<file path="config.mk">
export PLATFORM = sky130hd
export DESIGN_NAME = hbs_host_port
export DESIGN_NICKNAME = d
export VERILOG_FILES = /design/src/core/hbs_pkg.sv /design/src/core/hbs_mem_if.sv /design/src/core/hbs_reg_mem.sv /design/src/core/hbs_host_port.sv
export VERILOG_INCLUDE_DIRS = /design/src /design/src/core
export SDC_FILE = /design/constraint.sdc
export NUM_CORES = 2
export LEC_CHECK = 0
export ABC_CLOCK_PERIOD_IN_PS = 3420
export BUFFER_PORTS_ARGS = -buffer_cell sky130_fd_sc_hd__buf_2
export CAP_MARGIN = 0
export CORE_MARGIN = 1
export CORE_UTILIZATION = 25
export DETAILED_ROUTE_END_ITERATION = 10
export PLACE_DENSITY = 0.4
export SLEW_MARGIN = 10
export SYNTH_ARGS = -nofsm -noshare
export SYNTH_HDL_FRONTEND = slang
export SYNTH_SLANG_ARGS = --single-unit
export TNS_END_PERCENT = 50
</file>
<file path="constraint.sdc">
create_clock -name clk -period 3.42 [get_ports clk]
set_input_delay 0.342 -clock clk [delete_from_list [all_inputs] [get_ports clk]]
set_output_delay 0.342 -clock clk [all_outputs]
set_load 0.02 [all_outputs]
</file>
<file path="src/core/hbs_regs.svh">
/*
 * constants of the host bus slave port: widths, sizes and reset values.
 * assumes inclusion by bare name from design files under core/.
 */
`ifndef HBS_REGS_SVH
`define HBS_REGS_SVH

// data bus width, address bus width
`define HBS_DATA_W 16
`define HBS_ADDR_W 8
// internal register store: 128 words of 16 bits = 256 byte addresses
`define HBS_WORDS 128
`define HBS_WADDR_W 7
// width of the synchroniser vector: 31 input pins and one constant bit
`define HBS_SYNC_W 32
// reset value of the synchronisers: strobes, selects and lanes idle high,
// bus style pin (bit 28) low so that no false falling edge is seen after reset
`define HBS_SYNC_RST 32'hefff_ffff
// bit position of the bus style pin in the synchroniser vector
`define HBS_SYNC_STYLE 28
// output enable pattern for an 8-bit read (low lane only)
`define HBS_OE_NARROW 16'h00ff
// read data reset value
`define HBS_DOUT_RST 16'h0000

`endif

</file>
<file path="src/core/hbs_pkg.sv">
/*
 * types of the host bus slave port.
 * assumes nothing of its surroundings.
 */
package hbs_pkg;

    // access sequencer states, one-hot
    typedef enum logic [3:0] {
        HBS_IDLE  = 4'b0001,
        HBS_ISSUE = 4'b0010,
        HBS_FETCH = 4'b0100,
        HBS_ACK   = 4'b1000
    } hbs_state_t;

    // byte lane set, bit 1 upper lane, bit 0 lower lane
    typedef logic [1:0] hbs_lanes_t;

endpackage

</file>
<file path="src/core/hbs_mem_if.sv">
/*
 * carrier between the port sequencer and the register store.
 * assumes both ends run on the same clock.
 */
`include "hbs_regs.svh"

interface hbs_mem_if;
    logic [`HBS_WADDR_W-1:0] addr; // word address
    logic wrEn; // write strobe, one cycle
    logic rdEn; // read strobe, one cycle
    logic [1:0] byteEn; // lane enables for writes
    logic [`HBS_DATA_W-1:0] wrData; // write data
    logic [`HBS_DATA_W-1:0] rdData; // registered read data

    // sequencer end
    modport ctrl (output addr, wrEn, rdEn, byteEn, wrData, input rdData);
    // store end
    modport store (input addr, wrEn, rdEn, byteEn, wrData, output rdData);
endinterface

</file>
<file path="src/core/hbs_reg_mem.sv">
/*
 * register store: 128 words of 16 bits with byte lane writes and
 * registered read data one cycle after the read strobe.
 * assumes one clock and an asynchronous active low reset.
 */
`include "hbs_regs.svh"

module hbs_reg_mem (
    // clock and reset
    input wire logic clk,
    input wire logic rst_n,
    // access port
    hbs_mem_if.store mem
);

    // ****************************************
    // storage
    // ****************************************
    // per-lane storage and write, one generate loop over the two lanes;
    // each lane array has a single writer
    genvar g;
    generate
        for (g = 0; g < 2; g++)
        begin : gLane
            logic [7:0] laneMem [`HBS_WORDS]; // one byte lane of the store
            logic laneWr; // write this lane now
            assign laneWr = mem.wrEn & mem.byteEn[g];
            // lane write, no reset on the array
            always_ff @(posedge clk)
            begin
                if (laneWr)
                    laneMem[mem.addr] <= mem.wrData[8*g +: 8];
            end
        end
    endgenerate

    // registered read data
    always_ff @(posedge clk or negedge rst_n)
    begin
        if (!rst_n)
            mem.rdData <= `HBS_DOUT_RST;
        else if (mem.rdEn)
            mem.rdData <= {gLane[1].laneMem[mem.addr], gLane[0].laneMem[mem.addr]};
    end

endmodule

</file>
<file path="src/core/hbs_host_port.sv">
/*
 * host bus slave port: separate-strobe and data-strobe styles, 8 or 16 bit,
 * demultiplexed or multiplexed address, acknowledge handshake.
 * assumes an asynchronous host: every pin is synchronised to clk; the
 * board joins tri-state wires from the output enables.
 */
// Contract
// - sixteen tri-state data lines to host
// - eight address inputs select the register
// - lowest address pin is lsb in 8-bit
// - 16-bit separate: lowest pin is low enable
// - high enable selects upper lane, 16-bit only
// - 16-bit data-strobe: two lane strobes
// - 8-bit data-strobe: single data strobe
// - style pin high: data-strobe style
// - style pin low: separate-strobe style
// - style pin falling edge: multiplexed mode
// - address latched on latch strobe fall
// - read strobe: device drives register data
// - respond only while chip select low
// - write strobe: device stores host data
// - width pin low 8-bit, high 16-bit
// - acknowledge until strobe or select released
`include "hbs_regs.svh"

module hbs_host_port (
    // clock and reset
    input wire logic clk,
    input wire logic rst_n,
    // address and data pins
    input wire logic [`HBS_ADDR_W-1:0] addrIn,
    input wire logic [`HBS_DATA_W-1:0] dataIn,
    output logic [`HBS_DATA_W-1:0] dataOut,
    output logic [`HBS_DATA_W-1:0] dataOe,
    // strobes and selects, all active low except rwSel, busStyleSelect and widthSel
    input wire logic chipSelect_n,
    input wire logic readStrobe_n,
    input wire logic writeStrobe_n,
    input wire logic rwSel,
    input wire logic busStyleSelect,
    input wire logic widthSel,
    input wire logic laneStrobeHigh_n,
    // acknowledge, active low, tri-state when idle
    output logic transferAcknowledge_n,
    output logic transferAcknowledgeOe
);

    // ****************************************
    // input synchronisers
    // ****************************************
    logic [`HBS_SYNC_W-1:0] syncRaw;
    logic [`HBS_SYNC_W-1:0] syncMeta; // read only by syncOut
    logic [`HBS_SYNC_W-1:0] syncOut;
    assign syncRaw = {1'b1, laneStrobeHigh_n, widthSel, busStyleSelect, rwSel,
                      writeStrobe_n, readStrobe_n, chipSelect_n, dataIn, addrIn};

    // two flip-flops per pin
    always_ff @(posedge clk or negedge rst_n)
    begin
        if (!rst_n)
        begin
            syncMeta <= `HBS_SYNC_RST;
            syncOut <= `HBS_SYNC_RST;
        end
        else
        begin
            syncMeta <= syncRaw;
            syncOut <= syncMeta;
        end
    end

    // named synchronised pins
    wire [7:0] addrS = syncOut[7:0];
    wire [15:0] dinS = syncOut[23:8];
    wire csS_n = syncOut[24];
    wire rdS_n = syncOut[25];
    wire wrS_n = syncOut[26];
    wire rwS = syncOut[27];
    wire styleS = syncOut[`HBS_SYNC_STYLE];
    wire wideS = syncOut[29];
    wire laneStrobeHighS_n = syncOut[30];
    wire lowestAddressBit = addrS[0]; // shared with low enable / upper strobe

    // ****************************************
    // bus style and address latch
    // ****************************************
    logic styleLast; // previous style pin level
    logic muxMode; // sticky multiplexed mode
    logic [7:0] latchAddr; // latched multiplexed address
    wire styleFall = styleLast & ~styleS;

    // style pin edge detect, mode and address latch
    always_ff @(posedge clk or negedge rst_n)
    begin
        if (!rst_n)
        begin
            styleLast <= 1'b0;
            muxMode <= 1'b0;
            latchAddr <= 8'h00;
        end
        else
        begin
            styleLast <= styleS;
            if (styleFall)
            begin
                muxMode <= 1'b1;
                latchAddr <= addrS;
            end
        end
    end

    // ****************************************
    // access decode
    // ****************************************
    wire sepStyle = muxMode | ~styleS;
    wire [7:0] byteAddr = muxMode ? latchAddr : addrS;
    // separate style lanes: low enable on shared address pin, high enable on lane pin
    wire [1:0] sepLanes = {~laneStrobeHighS_n, ~lowestAddressBit};
    // data-strobe style lanes: upper strobe on shared address pin, lower on lane pin
    wire [1:0] stbLanes = {~lowestAddressBit, ~laneStrobeHighS_n};
    wire [1:0] wideLanes = sepStyle ? sepLanes : stbLanes;
    // 8-bit: lsb picks the internal lane
    wire [1:0] narrowLanes = byteAddr[0] ? 2'h2 : 2'h1;
    wire [1:0] reqLanesNow = wideS ? wideLanes : narrowLanes;
    wire stbActive = wideS ? |stbLanes : ~laneStrobeHighS_n;
    wire rdReq = sepStyle ? ~rdS_n : (stbActive & rwS);
    wire wrReq = sepStyle ? ~wrS_n : (stbActive & ~rwS);
    wire laneOk = |reqLanesNow;
    wire accessNow = ~csS_n & (rdReq | wrReq) & laneOk;

    // ****************************************
    // access sequencer
    // ****************************************
    hbs_pkg::hbs_state_t state;
    hbs_pkg::hbs_state_t next_state;
    logic reqRead; // captured direction
    logic reqWide; // captured width
    logic [1:0] reqLanes; // captured lanes
    logic [6:0] reqWord; // captured word address
    hbs_mem_if memIf ();

    // next state
    always_comb
    begin
        next_state = state;
        unique case (state)
            hbs_pkg::HBS_IDLE:
                if (accessNow)
                    next_state = hbs_pkg::HBS_ISSUE;
            hbs_pkg::HBS_ISSUE:
                next_state = hbs_pkg::HBS_FETCH;
            hbs_pkg::HBS_FETCH:
                next_state = hbs_pkg::HBS_ACK;
            hbs_pkg::HBS_ACK:
                if (!accessNow)
                    next_state = hbs_pkg::HBS_IDLE;
        endcase
    end

    // state and request capture
    always_ff @(posedge clk or negedge rst_n)
    begin
        if (!rst_n)
        begin
            state <= hbs_pkg::HBS_IDLE;
            reqRead <= 1'b0;
            reqWide <= 1'b0;
            reqLanes <= 2'h0;
            reqWord <= 7'h00;
        end
        else
        begin
            state <= next_state;
            if (state == hbs_pkg::HBS_IDLE && accessNow)
            begin
                reqRead <= rdReq;
                reqWide <= wideS;
                reqLanes <= reqLanesNow;
                reqWord <= byteAddr[7:1];
            end
        end
    end

    wire stIssue = (state == hbs_pkg::HBS_ISSUE);
    wire stFetch = (state == hbs_pkg::HBS_FETCH);
    wire stAck = (state == hbs_pkg::HBS_ACK);

    // register store access
    assign memIf.addr = reqWord;
    assign memIf.rdEn = stIssue & reqRead;
    assign memIf.wrEn = stIssue & ~reqRead;
    assign memIf.byteEn = reqLanes;
    assign memIf.wrData = reqWide ? dinS : {dinS[7:0], dinS[7:0]};

    hbs_reg_mem hbs_reg_mem_inst (
        .clk(clk),
        .rst_n(rst_n),
        .mem(memIf)
    );

    // ****************************************
    // read data and pin drivers
    // ****************************************
    wire [15:0] laneMask = {{8{reqLanes[1]}}, {8{reqLanes[0]}}};
    wire [15:0] narrowByte = {8'h00, reqLanes[1] ? memIf.rdData[15:8] : memIf.rdData[7:0]};
    wire [15:0] readWord = reqWide ? (memIf.rdData & laneMask) : narrowByte;

    // read data register loaded one cycle after the store read
    always_ff @(posedge clk or negedge rst_n)
    begin
        if (!rst_n)
            dataOut <= `HBS_DOUT_RST;
        else if (stFetch)
            dataOut <= readWord;
    end

    wire driveRead = stAck & reqRead;
    wire [15:0] oePattern = reqWide ? laneMask : `HBS_OE_NARROW;
    assign dataOe = driveRead ? oePattern : 16'h0000;
    assign transferAcknowledge_n = ~stAck;
    assign transferAcknowledgeOe = stAck;
endmodule

</file>
Word-level counts from Yosys, hierarchy flattened
Memories as Yosys holds them, arrays and structs flattened. A register that Yosys moved wholly into a read port is not among the register bits.
Cells that the tools add are included.
{"block": "op_classes", "eq_ne": 6, "muxes": 19, "bitwise_logic": 22, "n_reduce_logical": 6}
{"operator": "two-way mux 16 bit", "count": 4}
{"operator": "bitwise AND 16 bit", "count": 1}
{"operator": "two-way mux 8 bit", "count": 2}
{"operator": "one-hot mux 4 bit (4 select lines)", "count": 1}
{"operator": "bitwise AND 1 bit", "count": 10}
{"operator": "NOT 1 bit", "count": 9}
{"operator": "two-way mux 4 bit", "count": 2}
{"operator": "two-way mux 1 bit", "count": 7}
{"operator": "two-way mux 2 bit", "count": 3}
{"operator": "equality test 4 x 1 -> 1 bit (second input constant)", "count": 1}
{"operator": "equality test 4 x 2 -> 1 bit (second input constant)", "count": 1}
{"operator": "equality test 4 x 3 -> 1 bit (second input constant)", "count": 1}
{"operator": "equality test 4 bit (second input constant)", "count": 1}
{"operator": "!= test 2 bit (second input constant)", "count": 2}
{"operator": "OR reduction 2 bit", "count": 2}
{"operator": "logical NOT 1 bit", "count": 2}
{"operator": "bitwise OR 1 bit", "count": 2}
{"operator": "AND reduction 2 bit", "count": 1}
{"operator": "logical AND 1 bit", "count": 1}
{"block": "word_totals", "ff_bits": 103, "mem_bits_rw": 2048, "in_bits": 33, "output_inout_bits": 34, "elab_cells": 66, "memories": 2}
{"memory": "hbs_reg_mem_inst.gLane[0].laneMem", "depth": 128, "width": 8, "read_ports": 1, "rd_ports_with_merged_regs": 1, "write_ports": 1, "line": "hbs_reg_mem.sv:25", "rtl": "logic [7:0] laneMem [`HBS_WORDS];"}
{"memory": "hbs_reg_mem_inst.gLane[1].laneMem", "depth": 128, "width": 8, "read_ports": 1, "rd_ports_with_merged_regs": 1, "write_ports": 1, "line": "hbs_reg_mem.sv:25"}

Depth between registers and ports, before layout
{"block": "logic_depth", "depth_word": 10, "mapped_depth": 13, "ltp_nobuf": 7}

Modules after synthesis
A second synthesis with hierarchy kept.
{"block": "hier_totals", "hier_cells": 4864, "hier_area_um2": 84339.6}
{"module": "hbs_reg_mem", "n_inst": 1, "cells_per_inst": 4597, "area_each_um2": 80513.5, "seq_area_each_um2": 61899.4}
{"module": "hbs_host_port", "n_inst": 1, "cells_per_inst": 267, "area_each_um2": 3826.2, "seq_area_each_um2": 2653.8}

Least setup slack after synthesis
OpenSTA, ideal clock, no wires.
{"block": "synth_path", "path_type": "register to register", "start": "register syncOut[8]", "end": "memory hbs_reg_mem_inst.gLane[1].laneMem[0][0], data pin", "arrival_time_ns": 2.480, "required_ns": 3.042, "path_slack_ns": 0.562, "stages_incl_launch_ff": 2, "n_path_buf": 0, "synth_period_minus_slack_ns": 2.858, "cell_sequence": "dfstp_2 mux2_2"}
{"block": "synth_between", "elab_chain_cells": 1}
{"element": "from (decl)", "line": "hbs_host_port.sv:53", "rtl": "logic [`HBS_SYNC_W-1:0] syncOut;"}
{"element": "from (signal assigned)", "line": "hbs_host_port.sv:63", "rtl": "syncOut <= `HBS_SYNC_RST;"}
{"element": "from (signal assigned)", "line": "hbs_host_port.sv:68", "rtl": "syncOut <= syncMeta;"}
{"element": "two-way mux 16 bit", "line": "hbs_host_port.sv:193", "rtl": "assign memIf.wrData = reqWide ? dinS : {dinS[7:0], dinS[7:0]};"}
{"element": "net hbs_reg_mem_inst.mem.wrData[8]", "line": "hbs_mem_if.sv:18", "rtl": "modport store (input addr, wrEn, rdEn, byteEn, wrData, output rdData);"}
{"element": "to (decl)", "line": "hbs_reg_mem.sv:25"}
The timed path passes the listed nets, and every way through them passes these cells.

==> qor.csv <==
metric;value;unit
outcome;finished with violations;
violations;capacitance limit, slew limit, setup timing;
finalMaxSlewViolations;4;
leakage;32.7;nW
synthDistinctLibCells;84;
drt-pass1-iter-count;5;
worstSetupEndpointType;flop;
fp-row-count;212;
drt-total-wl;316000;um
grt_max_degree;128;
synth-seq-cells;2167;
final_common_cell;edfxtp_1;
ir_worst_vdd;0.781;mV
ys_seq_area_share;76.7;%
syn_nets;4913;
relSlewSlack;-1.26;%
clkSinkCount;2167;
place_area;94500;sq um
track_usage;18.2;%
design_area;102000;sq um
grt.overflow.total;0;
p_per_area;835;nW/um^2
place.gp.congestion;0.848;
syn_area;84200;sq um
tns;-0.0169;ns
r2r_setup_slack;-0.02;ns
dp_hpwl;204000;um
holdPathStages;2;
worst_ep_arrival_time;4.20;ns
crit_type;flop to flop;
grt_pass1_vias;49800;
r2r_cells;9;
required;4.18;ns
startpoint_type;flop;
synth_edf_count;2048;
via_count;50200;
first_iter_violations;5504;
cts_tree;done;
drc_errors;0;
insertion_delay;0.92;ns
cap_violations;1;
dieWidth;582;um
postSynthAreaPerCell;17.3;sq um
async_reset_ff_share;5.49;%
drive_above_1_share;25.7;%
cts_buffers;239;
layout.nets;5575;
ant_nets;0;
worst-path-max-fanout;25;
tightest_slew;1.50;ns
root_buffer;clkbuf_16;
via_per_inst;4.96;
postSynthCellCount;4880;
post-place-ws;-0.170;ns
final_cell_mix;edfxtp_1 (2048), buf_4 (600), nor2_1 (420), a221oi_1 (258), clkbuf_16 (241);
boundaryPins;67;
area_growth;21.5;%
fp.dieH;582;um
initial_core_util;25.2;%
min_path_type;input pin to flop;
yosysWarnings;0;
io_buffers;66;
path_clk_slew;0.06;ns
grt_pass1_wl;431000;um
synthFlopType;edfxtp_1;
hold_viol;0;
post_drt_wl_per_cell;31.2;um
dieArea;339000;sq um
clock.fmax;0.291;GHz
final_util;30.6;%
cts.path.max_buffers;4;
skew;0.0684;ns
power;85.4;mW
finalWorstSetupSlack;-0.0169;ns
grt_antenna_before_repair;26;
period_share;100;%
fp.coreArea;334000;sq um
cts_max_level;4;
setup_viol;1;
fin_crit;3.44;ns
==> where the power goes <==
group / switching, mW / internal (mW)
clock network: 10.8 / 14.4
registers: 0.788 / 30.4
logic: 19.5 / 9.51
total: 31.1 / 54.3
==> final timing paths <==
| kind | from | to |
|---|---|---|
| worst max-delay path | memIf.addr[0] | hbs_reg_mem_inst.mem.rdData[6] |
| worst min-delay path | dataIn[12] | syncMeta[20] |
| worst max register to register | memIf.addr[0] | hbs_reg_mem_inst.mem.rdData[6] |
| worst min register to register | syncMeta[4] | syncOut[4] |
| max in group asynchronous | rst_n | syncOut[6] |
| min in group asynchronous | rst_n | memIf.byteEn[0] |
==> worst max-delay path, stage by stage, from the launching register on <==
cell and delay [ns]:
dfrtp_4 0.63, clkbuf_8 0.24, and2_4 0.26, buf_12 0.21
a22o_1 0.25, o21ai_0 0.26, a31oi_1 0.38, or3_1 0.48
nor3_2 0.35, a41oi_1 0.18
==> cell type report <==
cell class | instances | area [sq um]
antenna | 3 | 7.51
clock buffer | 304 | 6430
clock inverter | 118 | 1030
fill | 32900 | 232000
inverter | 10 | 55.1
multi-input combinational | 2334 | 17700
sequential | 2167 | 64600
tap | 4387 | 5490
timing repair buffer | 790 | 7000
==> cell usage after synthesis, drive strengths merged, types with 61 or more instances <==
library cell | number | area (sq um)
dfstp | 61 | 1600
a22oi | 141 | 1060
a21oi | 182 | 911
clkbuf | 130 | 488
buf | 239 | 1560
mux2 | 170 | 1930
edfxtp | 2048 | 61500
nor2 | 424 | 1590
nand2 | 214 | 803
a221oi | 261 | 2300
o21ai | 157 | 786
a221o | 62 | 621
mux2i | 189 | 1890
mux4 | 107 | 2410
==> metal layers <==
metal | vias up | global-route usage (%) | share of wire (%)
met5 | - | 0 | 0.0041
met4 | 2 | 4.99 | 2.9
met3 | 385 | 2.61 | 5.7
met2 | 1752 | 29.0 | 46
met1 | 26900 | 25.7 | 45
li1 | 21100 | - | -
==> through the flow <==
stage                     cells  hold slack [ns]
final                     10100           0.0785
after global routing      10100           0.0507
after CTS                 10100          0.00986
after detailed placement   9655            0.347
after global placement     9655            0.346
after floorplan            4880           0.0464
==> flip-flops by register name, summed over array words and instances, names as in the netlist, 2 cells and up <==
signal and count:
hbs_reg_mem_inst.mem.rdData 16, memIf.byteEn 2, hbs_reg_mem_inst.gLane.laneMem 2048, dataOut 16
memIf.addr 7, latchAddr 8, syncOut 31, syncMeta 31
state 4
==> timing repair <==
item / 4_1_cts / 5_1_grt
hold buffers: 32 / 0
endpoints found under the hold margin: 92 / 0
gates resized for setup: 3 / 3
setup buffers: 0 / 1
setup endpoints to repair: 2 / 1
==> cell families (layout without fill, tap and decap cells) <==
kind of cell	Yosys count	after routing	synth area share, %
multiplexers	466	466	7.40
flip-flops	2167	2167	76.7
buffers and inverters	379	1222	2.48
AND/OR/NAND/NOR	770	770	3.85
AO/OA/AOI/OAI	1097	1097	9.60
XOR/XNOR	1	1	0.0104
other	0	3	0
Note: power is estimated with default switching activity, not from simulation.
